===== config.mk =====
export PLATFORM = sky130hd
export DESIGN_NAME = rsx_datapath
export DESIGN_NICKNAME = d
export VERILOG_FILES = /design/src/rtl/rsx_pkg.sv /design/src/rtl/rsx_file_reg.sv /design/src/rtl/rsx_datapath.sv
export SDC_FILE = /design/constraint.sdc
export NUM_CORES = 1
export LEC_CHECK = 0
export BUFFER_PORTS_ARGS = -buffer_cell sky130_fd_sc_hd__buf_4
export CAP_MARGIN = 40
export CORE_MARGIN = 4
export CORE_UTILIZATION = 45
export DETAILED_ROUTE_END_ITERATION = 7
export PLACE_DENSITY = 0.66
export SLEW_MARGIN = 20
export SYNTH_ARGS = -nofsm -noshare
export SYNTH_HDL_FRONTEND = slang
export SYNTH_SLANG_ARGS = --single-unit
export TNS_END_PERCENT = 20

===== constraint.sdc =====
create_clock -name core_clk -period 2.76 [get_ports core_clk]
set_input_delay 0.276 -clock core_clk [delete_from_list [all_inputs] [get_ports core_clk]]
set_output_delay 0.276 -clock core_clk [all_outputs]
set_load 0.05 [all_outputs]

===== src/rtl/rsx_pkg.sv =====
package rsx_pkg;

   // ----------------------------------------------------------------
   // Sizes and reset values
   // ----------------------------------------------------------------
   localparam int unsigned DATA_W = 8;
   localparam int unsigned ADDR_W = 5;
   localparam int unsigned FILE_DEPTH = 32;
   localparam logic [7:0] ACC_RST = 8'h00;
   localparam logic [7:0] FILE_RST = 8'h00;
   localparam logic [7:0] DIR_RST = 8'hFF;
   localparam logic [4:0] DIR_SEL_A = 5'h06;
   localparam logic [4:0] DIR_SEL_B = 5'h07;
   localparam int unsigned NIB_LO = 0;
   localparam int unsigned NIB_HI = 4;

   // ----------------------------------------------------------------
   // Operations
   // ----------------------------------------------------------------
   typedef enum logic [2:0] {
      OP_NONE = 3'b000,
      OP_ROTATE_RIGHT = 3'b001,
      OP_NIBBLE_EXCHANGE = 3'b010,
      OP_DIRECTION_LOAD = 3'b011,
      OP_XOR_IMMEDIATE = 3'b100,
      OP_XOR_REGISTER = 3'b101
   } op_e;

   typedef struct packed {
      op_e op;
      logic [4:0] addr;
      logic dest_file;
      logic [7:0] literal;
   } instr_s;

   typedef struct packed {
      logic carry;
      logic zero;
   } flags_s;

endpackage


===== src/rtl/rsx_file_reg.sv =====
`timescale 1ns/100ps
module rsx_file_reg
   import rsx_pkg::*;
#(
   parameter logic [7:0] RST_VAL = 8'h00
) (
   input wire logic core_clk,
   input wire logic rst_n,
   input wire logic ce,
   input wire logic we,
   input wire logic [7:0] wdata,
   output logic [7:0] q
);

   logic [7:0] q_d;

   always_comb begin
      q_d = q;
      if (ce && we) begin
         q_d = wdata;
      end
   end

   always_ff @(posedge core_clk or negedge rst_n) begin
      if (!rst_n) begin
         q <= RST_VAL;
      end else begin
         q <= q_d;
      end
   end

endmodule


===== src/rtl/rsx_datapath.sv =====
`timescale 1ns/100ps
// Contract
// [RULE1] Rotate file register right, only carry changes
// [RULE2] Destination bit 0 accumulator, 1 file
// [RULE3] Nibble swap moves halves, no flags
// [RULE4] Direction load copies accumulator, operand six/seven
// [RULE5] XOR literal into accumulator, zero only
// [RULE6] XOR file register, routed, zero only
// [RULE7] Carry enters bit7; zero on XOR result
module rsx_datapath
   import rsx_pkg::*;
(
   input wire logic core_clk,
   input wire logic rst_n,
   input wire logic ce,
   input wire logic instr_valid,
   input wire instr_s instr,
   output logic [7:0] acc_q,
   output flags_s flags_q,
   output logic [7:0] dir_a_q,
   output logic [7:0] dir_b_q,
   output logic [7:0] rd_data_q,
   output logic done_q
);

   // ----------------------------------------------------------------
   // File registers
   // ----------------------------------------------------------------
   logic [7:0] file_q [FILE_DEPTH];
   logic [FILE_DEPTH-1:0] file_we;
   logic [7:0] src;
   logic [7:0] result;
   logic wr_file;
   logic wr_acc;

   assign src = file_q[instr.addr];

   genvar gi;
   generate
      for (gi = 0; gi < FILE_DEPTH; gi++) begin : g_file
         rsx_file_reg #(.RST_VAL(FILE_RST)) u_reg (
            .core_clk(core_clk),
            .rst_n(rst_n),
            .ce(ce),
            .we(file_we[gi]),
            .wdata(result),
            .q(file_q[gi])
         );
      end
   endgenerate

   // ----------------------------------------------------------------
   // Result and flags
   // ----------------------------------------------------------------
   logic [7:0] acc_d, dir_a_d, dir_b_d, rd_data_d;
   flags_s flags_d;
   logic done_d;

   always_comb begin
      result = 8'h00;
      wr_file = 1'b0;
      wr_acc = 1'b0;
      file_we = '0;
      acc_d = acc_q;
      flags_d = flags_q;
      dir_a_d = dir_a_q;
      dir_b_d = dir_b_q;
      rd_data_d = rd_data_q;
      done_d = 1'b0;
      if (instr_valid) begin
         done_d = 1'b1;
         case (instr.op)
            OP_ROTATE_RIGHT: begin
               result = {flags_q.carry, src[7:1]}; // [RULE7]
               flags_d.carry = src[0]; // [RULE1]
               wr_file = instr.dest_file;
               wr_acc = !instr.dest_file;
            end
            OP_NIBBLE_EXCHANGE: begin
               result = {src[NIB_HI-1:NIB_LO], src[7:NIB_HI]}; // [RULE3]
               wr_file = instr.dest_file;
               wr_acc = !instr.dest_file;
            end
            OP_DIRECTION_LOAD: begin
               // Other operands are ignored; flags untouched
               if (instr.addr == DIR_SEL_A) dir_a_d = acc_q; // [RULE4]
               if (instr.addr == DIR_SEL_B) dir_b_d = acc_q; // [RULE4]
            end
            OP_XOR_IMMEDIATE: begin
               result = acc_q ^ instr.literal; // [RULE5]
               flags_d.zero = (result == 8'h00); // [RULE7]
               wr_acc = 1'b1;
            end
            OP_XOR_REGISTER: begin
               result = acc_q ^ src; // [RULE6]
               flags_d.zero = (result == 8'h00); // [RULE7]
               wr_file = instr.dest_file;
               wr_acc = !instr.dest_file;
            end
            default: begin
               done_d = 1'b0;
            end
         endcase
      end
      if (wr_acc) acc_d = result; // [RULE2]
      file_we[instr.addr] = wr_file; // [RULE2]
      // Held between operations so the observed value stands until the next one
      if (done_d) begin
         rd_data_d = wr_file ? result : src;
      end
   end

   always_ff @(posedge core_clk or negedge rst_n) begin
      if (!rst_n) begin
         acc_q <= ACC_RST;
         flags_q <= '0;
         dir_a_q <= DIR_RST;
         dir_b_q <= DIR_RST;
         rd_data_q <= 8'h00;
         done_q <= 1'b0;
      end else if (ce) begin
         acc_q <= acc_d;
         flags_q <= flags_d;
         dir_a_q <= dir_a_d;
         dir_b_q <= dir_b_d;
         rd_data_q <= rd_data_d;
         done_q <= done_d;
      end
   end

   // ----------------------------------------------------------------
   // Checks
   // ----------------------------------------------------------------
   property p_rot_carry;
      @(posedge core_clk) disable iff (!rst_n)
      (ce && instr_valid && instr.op == OP_ROTATE_RIGHT) |=>
         flags_q.carry == $past(src[0]) && flags_q.zero == $past(flags_q.zero);
   endproperty
   a_rot_carry: assert property (p_rot_carry) else $error("rotate carry wrong"); // [RULE1]

   property p_rot_acc;
      @(posedge core_clk) disable iff (!rst_n)
      (ce && instr_valid && instr.op == OP_ROTATE_RIGHT && !instr.dest_file) |=>
         acc_q == {$past(flags_q.carry), $past(src[7:1])};
   endproperty
   a_rot_acc: assert property (p_rot_acc) else $error("rotate result wrong"); // [RULE7]

   property p_dest_file;
      @(posedge core_clk) disable iff (!rst_n)
      (ce && instr_valid && instr.dest_file && instr.op != OP_XOR_IMMEDIATE
         && instr.op != OP_DIRECTION_LOAD && instr.op != OP_NONE) |=> $stable(acc_q);
   endproperty
   a_dest_file: assert property (p_dest_file) else $error("accumulator written for file dest"); // [RULE2]

   property p_swap;
      @(posedge core_clk) disable iff (!rst_n)
      (ce && instr_valid && instr.op == OP_NIBBLE_EXCHANGE && !instr.dest_file) |=>
         acc_q == {$past(src[3:0]), $past(src[7:4])} && $stable(flags_q);
   endproperty
   a_swap: assert property (p_swap) else $error("nibble swap wrong"); // [RULE3]

   property p_dir;
      @(posedge core_clk) disable iff (!rst_n)
      (ce && instr_valid && instr.op == OP_DIRECTION_LOAD && instr.addr == DIR_SEL_B) |=>
         dir_b_q == $past(acc_q) && $stable(flags_q) && $stable(acc_q);
   endproperty
   a_dir: assert property (p_dir) else $error("direction load wrong"); // [RULE4]

   property p_xlit;
      @(posedge core_clk) disable iff (!rst_n)
      (ce && instr_valid && instr.op == OP_XOR_IMMEDIATE) |=>
         acc_q == ($past(acc_q) ^ $past(instr.literal)) && flags_q.zero == (acc_q == 8'h00)
         && flags_q.carry == $past(flags_q.carry);
   endproperty
   a_xlit: assert property (p_xlit) else $error("xor literal wrong"); // [RULE5]

   property p_xreg;
      @(posedge core_clk) disable iff (!rst_n)
      (ce && instr_valid && instr.op == OP_XOR_REGISTER && instr.dest_file) |=>
         rd_data_q == ($past(acc_q) ^ $past(src)) && flags_q.zero == (rd_data_q == 8'h00);
   endproperty
   a_xreg: assert property (p_xreg) else $error("xor register wrong"); // [RULE6]

   property p_freeze;
      @(posedge core_clk) disable iff (!rst_n)
      !ce |=> $stable(acc_q) && $stable(flags_q) && !$changed(done_q);
   endproperty
   a_freeze: assert property (p_freeze) else $error("state moved while disabled");

   property p_rot_file;
      @(posedge core_clk) disable iff (!rst_n)
      (ce && instr_valid && instr.op == OP_ROTATE_RIGHT && instr.dest_file) |=>
         file_q[$past(instr.addr)] == {$past(flags_q.carry), $past(src[7:1])} && $stable(acc_q);
   endproperty
   a_rot_file: assert property (p_rot_file) else $error("rotate file write wrong"); // [RULE2]

   property p_xreg_acc;
      @(posedge core_clk) disable iff (!rst_n)
      (ce && instr_valid && instr.op == OP_XOR_REGISTER && !instr.dest_file) |=>
         acc_q == ($past(acc_q) ^ $past(src)) && flags_q.zero == (acc_q == 8'h00)
         && flags_q.carry == $past(flags_q.carry);
   endproperty
   a_xreg_acc: assert property (p_xreg_acc) else $error("xor register into accumulator wrong"); // [RULE6]

   property p_dir_a;
      @(posedge core_clk) disable iff (!rst_n)
      (ce && instr_valid && instr.op == OP_DIRECTION_LOAD && instr.addr == DIR_SEL_A) |=>
         dir_a_q == $past(acc_q) && $stable(dir_b_q) && $stable(flags_q);
   endproperty
   a_dir_a: assert property (p_dir_a) else $error("first direction load wrong"); // [RULE4]

   property p_dir_other;
      @(posedge core_clk) disable iff (!rst_n)
      (ce && instr_valid && instr.op == OP_DIRECTION_LOAD && instr.addr != DIR_SEL_A
         && instr.addr != DIR_SEL_B) |=> $stable(dir_a_q) && $stable(dir_b_q) && done_q;
   endproperty
   a_dir_other: assert property (p_dir_other) else $error("direction load hit wrong operand"); // [RULE4]

   // Undecoded codes must leave no trace, not even a done pulse
   property p_refused;
      @(posedge core_clk) disable iff (!rst_n)
      (ce && instr_valid && !(instr.op inside {OP_ROTATE_RIGHT, OP_NIBBLE_EXCHANGE, OP_DIRECTION_LOAD,
         OP_XOR_IMMEDIATE, OP_XOR_REGISTER})) |=> !done_q && $stable(acc_q) && $stable(flags_q);
   endproperty
   a_refused: assert property (p_refused) else $error("unknown code had an effect");

   c_rot: cover property (@(posedge core_clk) disable iff (!rst_n)
      ce && instr_valid && instr.op == OP_ROTATE_RIGHT && instr.dest_file);
   c_zero: cover property (@(posedge core_clk) disable iff (!rst_n)
      ce && instr_valid && instr.op == OP_XOR_REGISTER ##1 flags_q.zero);
   c_dir: cover property (@(posedge core_clk) disable iff (!rst_n)
      ce && instr_valid && instr.op == OP_DIRECTION_LOAD && instr.addr == DIR_SEL_A);
   c_swap_file: cover property (@(posedge core_clk) disable iff (!rst_n)
      ce && instr_valid && instr.op == OP_NIBBLE_EXCHANGE && instr.dest_file);

endmodule


Word level (Yosys, flattened, before mapping)
Cells that the tools add are included.

cells by class
  bitwise gates (word level) = 4
  eq/ne operators = 7
  muxes and demuxes = 15
  reductions and logical operators = 45
  div/mod/pow operators = 0
  $lt $le $gt $ge = 3
  shift-type cells = 0
  $add $sub $neg = 0
  $mul = 0

operators with widths
  cell                                                                          count
  8-bit binary-select mux with 5-bit select                                     1
  1-bit logical AND                                                             33
  32-bit AND                                                                    1
  8-bit two-way mux                                                             4
  8-bit case mux with 4 select lines                                            1
  8-bit logical NOT                                                             2
  8-bit XOR                                                                     2
  5-bit by 3-bit == test with 1-bit output, second input constant               2
  4-bit AND reduction                                                           2
  3-bit by 2-bit == test with 1-bit output, second input constant               2
  3-bit == test, second input constant                                          2
  6-bit >= comparator, second input constant                                    1
  5-bit by 6-bit less-than comparator with 1-bit output, second input constant  1
  1-bit two-way mux                                                             6
  5-bit NOT with 6-bit output                                                   1
  3-bit AND reduction                                                           2
  1-bit demux with 5-bit select                                                 1
  5-bit by 1-bit >= comparator with 1-bit output, second input constant         1
  5-bit OR reduction                                                            1
  1-bit case mux with 2 select lines                                            2
  2-bit AND reduction                                                           2
  3-bit by 1-bit == test with 1-bit output, second input constant               1
  3-bit OR reduction                                                            1
  2-bit nonzero test                                                            1
  1-bit logical NOT                                                             1

word-level totals
  bits in registers = 291
  latch bits = 0
  input bits = 21
  memory bits (read-only) = 0
  memories = 0
  memory bits (writable) = 0

Longest topological paths before layout
  depth after elaboration = 8
  mapped depth = 13

Modules after synthesis
A second synthesis with hierarchy kept.

unflattened totals
  cell total of the unflattened synthesis = 1,053
  area, all modules = 13,920.9 um^2

modules (own cells, without submodules)
  module        sequential area each (um^2)  cells each  area each (um^2)  times used
  rsx_file_reg  200.2                        17          296.5             32
  rsx_datapath  895.9                        509         4,431.8           1

Worst setup path after synthesis
Ideal clock, no wire load.

  path kind = input to register
  from = input port instr[10] (netlist name)
  to = register flags_q[0] (netlist name)
  library setup time = 0.103 ns
  arrival time = 2.681 ns
  path slack = -0.024 ns
  stages = 11
  cell sequence = buf_6 -> buf_4 -> buf_4 -> buf_2 -> mux2i_1 -> o22ai_1 -> nor4_2 -> nand3_1 -> xor2_1 -> or4b_1 -> o41ai_2

between the ends
  word-level cells in the longest chain between the ends = 7

RTL lines
  what                                                   RTL line             source
  start, declared                                        rsx_datapath.sv:17   input wire instr_s instr,
  5-bit NOT with 6-bit output (not written as such)      rsx_datapath.sv:36   assign src = file_q[instr.addr];
  8-bit binary-select mux with 5-bit select              rsx_datapath.sv:36
  8-bit two-way mux (not written as such) (2 in series)  rsx_datapath.sv:36
  8-bit XOR                                              rsx_datapath.sv:95   result = acc_q ^ src;
  8-bit logical NOT                                      rsx_datapath.sv:96   flags_d.zero = (result == 8'h00);
  1-bit case mux with 2 select lines                     rsx_datapath.sv:72   case (instr.op)
  end signal, assigned                                   rsx_datapath.sv:123  flags_q <= flags_d;
  end, declared                                          rsx_datapath.sv:19   output flags_s flags_q,

No other way between the ends. The select of a mux whose other input is x is not followed.
A chain may end at the register's enable or synchronous reset.

Final worst setup path
  from = register g_file[19].u_reg.q[4]
  to = register g_file[12].u_reg.q[4]

between the ends
  word-level cells in the longest chain between the ends = 6

RTL lines
  what                                                   RTL line            source
  start, declared                                        rsx_file_reg.sv:12  output logic [7:0] q
  start signal, assigned                                 rsx_file_reg.sv:28  q <= q_d;
  8-bit binary-select mux with 5-bit select              rsx_datapath.sv:36
  8-bit two-way mux (not written as such) (2 in series)  rsx_datapath.sv:36
  8-bit XOR                                              rsx_datapath.sv:95
  8-bit case mux with 4 select lines                     rsx_datapath.sv:72
  8-bit two-way mux                                      rsx_datapath.sv:70  if (instr_valid) begin
  end signal, assigned                                   rsx_file_reg.sv:28
  end, declared                                          rsx_file_reg.sv:12

No other way between the ends. The select of a mux whose other input is x is not followed.

==> flow_summary_export.csv <==
group,metric,value,unit
outcome,status,"finished with violations",
outcome,violations,"negative setup slack",
synth,synth.most_common_cell,"dfrtp_1",
clocking,clock_sinks,291,
setup_path,worstPathRequired,3190,ps
global_routing,track_usage,24.8,%
floorplanning,die_x,182,um
synth,synth_edf_count,0,
pwr,cellPowerDensity,631,nW/um^2
placement,gp_congestion,0.979,
min_path,min_to,"done_q$_DFFE_PN0P_",
layout,final_nets,1551,
setup_path,worstReg2RegEnd,"g_file[12].u_reg.q[4]$_DFFE_PN0P_",
synth,syn-num-nets,1371,
clocking,clk_latency,560,ps
timing,layout_setup_ws,-8.73,ps
global_routing,antenna_found_initial,0,
timing,fin_skew,15.9,ps
timing,relSlewSlack,53.2,%
min_path,hp-start,"instr[14]",
layout,ff_latch_area,7300,sq um
synth,ys_seq_area_share,53.7,%
synth,yosysWarnings,0,
min_path,hold_depth,3,
drt,drc,0,
clocking,cts.clk_slew.worst_paths,70,ps
timing,drv_slew,0,
drt,antenna_left,0,
floorplanning,core_area,29700,sq um
placement,pre_cts_ws,-470,ps
setup_path,start_kind,"flip-flop",
timing,fin_crit,2770,ps
clocking,clockRootBuffer,"clkbuf_16",
pwr,power,10.7,mW
pwr,p_leak,8.15,nW
global_routing,overflow,0,
timing,finalSetupViolations,4,
clocking,cts_buffers,31,
synth,synth_top_cell_area_share,50.6,%
drt,drtIter0Drc,1086,
setup_path,crit_arrival,3200,ps
synth,async_flop_share,100,%
timing,worst_slew_pin_slew,703,ps
setup_path,cp_max_fo,16,
timing,hold_violations,0,
drt,routed_via_density,5.57,
clocking,cts_tree,"yes",
setup_path,rrSetupSlack,-9,ps
pwr,peakVddDrop,506,uV
global_routing,first_global_vias,10600,
layout,multi_input_area,5790,sq um
clocking,h-tree-depth,1,
global_routing,grt_max_degree,78,
synth,synthTopCellsByArea,"dfrtp_1, mux2i_1, a21oi_1",
synth,synth_largest_area_cell,"dfrtp_1",
timing,fmax,361,MHz
min_path,min-delay-path-class,"input pin to flip-flop",
floorplanning,io_pins,56,
floorplanning,die_h,182,um
setup_path,worstSetupPathType,"flip-flop to flip-flop",
layout,drive_gt1_share,24.4,%
floorplanning,dieArea,33100,sq um
floorplanning,initial_core_util,45.8,%
placement,dp_hpwl,29800,um
drt,wl,42300,um
setup_path,endpoint_kind,"flip-flop",
synth,synth_flop_cell,"dfrtp_1",
synth,ys_top_cells_by_count,"dfrtp_1, nor2_1, a21oi_1",
synth,yosys_register_bits,291,
synth,synth_area_per_cell,10.1,sq um
global_routing,grt_pass1_wl,64200,um
layout,nFillCells,2533,
layout,area_growth,25.1,%
synth,synth_cells,1350,
timing,fin_crit_sh,100,%
drt,firstDrtPassIters,6,
layout,num_antenna_cells,0,
setup_path,reg2reg_from,"g_file[19].u_reg.q[4]$_DFFE_PN0P_",
drt,wire_per_inst,21.8,um
drt,vias,10800,
job,max_cap_violations,0,
placement,portBuffers,55,
timing,rsz0062_at_grt,"yes",
clocking,clk_path_buf_depth,3,
synth,ys_types,57,
floorplanning,rows,63,
setup_path,worstRegToRegCells,9,
synth,syn_area,13600,sq um
-- critical path, stage by stage (launching register included) --
cell and delay, ps:
dfrtp_1 380, mux2i_1 250, o22ai_1 170, or4_1 550, or3_4 390, xor2_2 190
a211oi_4 270, buf_4 180, clkbuf_16 180, a21oi_1 80
-- cells by family after synthesis --
logic type / synth area share [%]
AND/OR/NAND/NOR: 12.7
AO/OA/AOI/OAI: 14.6
flip-flops: 53.7
multiplexers: 13.0
buffers and inverters: 4.87
XOR/XNOR: 1.09
-- what timing repair did --
action                     4_1_cts  5_1_grt
gates resized for setup          2       25
pin swaps                        0        3
hold buffers                     2        0
hold endpoints to repair        70        0
setup buffers                    0        9
setup endpoints to repair        3      145
cloned                           0        4
-- cell type report --
cell class	count	share of cell area (%)
sequential	291	42.9
multi-input combinational	923	34.0
clock buffer	42	5.71
tap	390	2.87
timing repair buffer	250	12.8
clock inverter	15	0.941
inverter	33	0.728
-- worst max path at each step --
stage / from / to / slack [ps] / cells after the start
4_1_cts: g_file[22].u_reg.q[1]$_DFFE_PN0P_ / flags_q[0]$_DFFE_PN0P_ / 7 / 8
3_3_place_gp: instr[10] / rd_data_q[4]$_DFFE_PN0P_ / -420 / 9
6_report: g_file[19].u_reg.q[4]$_DFFE_PN0P_ / g_file[12].u_reg.q[4]$_DFFE_PN0P_ / -9 / 9
5_1_grt: g_file[14].u_reg.q[1]$_DFFE_PN0P_ / g_file[27].u_reg.q[1]$_DFFE_PN0P_ / -60 / 10
2_1_floorplan: instr[10] / flags_q[0]$_DFFE_PN0P_ / 10 / 9
3_5_place_dp: instr[10] / g_file[23].u_reg.q[7]$_DFFE_PN0P_ / -470 / 11
-- per-stage QoR --
| stage | hold WS [ps] | cells | area [sq um] | setup TNS [ps] | util [%] |
|---|---|---|---|---|---|
| after floorplan | -19.6 | 1350 | 13600 | 0 | - |
| after global routing | 168 | 1944 | 17000 | -1820 | 57.3 |
| final | 162 | 1944 | 17000 | -20.6 | 57.3 |
| after global placement | 329 | 1872 | 15600 | -71950 | 52.5 |
| after CTS | 140 | 1931 | 16800 | 0 | 56.4 |
| after detailed placement | 338 | 1872 | 15600 | -76680 | 52.5 |
-- cell usage in the layout, fill, tap and decap left out, types with 13 or more instances in the layout --
master and instances:
a21oi_1 201, buf_12 17, buf_4 223, clkbuf_16 39, dfrtp_1 275, dfstp_2 16
inv_1 33, mux2_2 17, mux2i_1 155, nand2_1 51, nor2_1 251, o21ai_0 25
o22ai_1 64, xor2_1 13
-- flip-flops by register name, indices dropped and copies added, names as in the netlist --
name and count:
acc_q 8, dir_a_q 8, g_file.u_reg.q 256, flags_q 2
done_q 1, rd_data_q 8, dir_b_q 8
-- report_power, final --
group / switching (mW) / internal (mW) / leakage (nW) / total (mW)
clock: 1.74 / 2.74 / 0.573 / 4.48
combinational: 0.924 / 0.611 / 3.78 / 1.54
sequential: 0.187 / 4.53 / 3.80 / 4.72
-- metal layers --
layer | vias to the layer above | global-route usage, % | part of all wire (%)
met5 | - | 0 | 0
met4 | 0 | 7.57 | 3.6
met3 | 93 | 3.65 | 6.8
met2 | 368 | 40.2 | 46
met1 | 5302 | 34.9 | 44
li1 | 5071 | - | -
No activity file was read; power rests on OpenSTA's default activity.
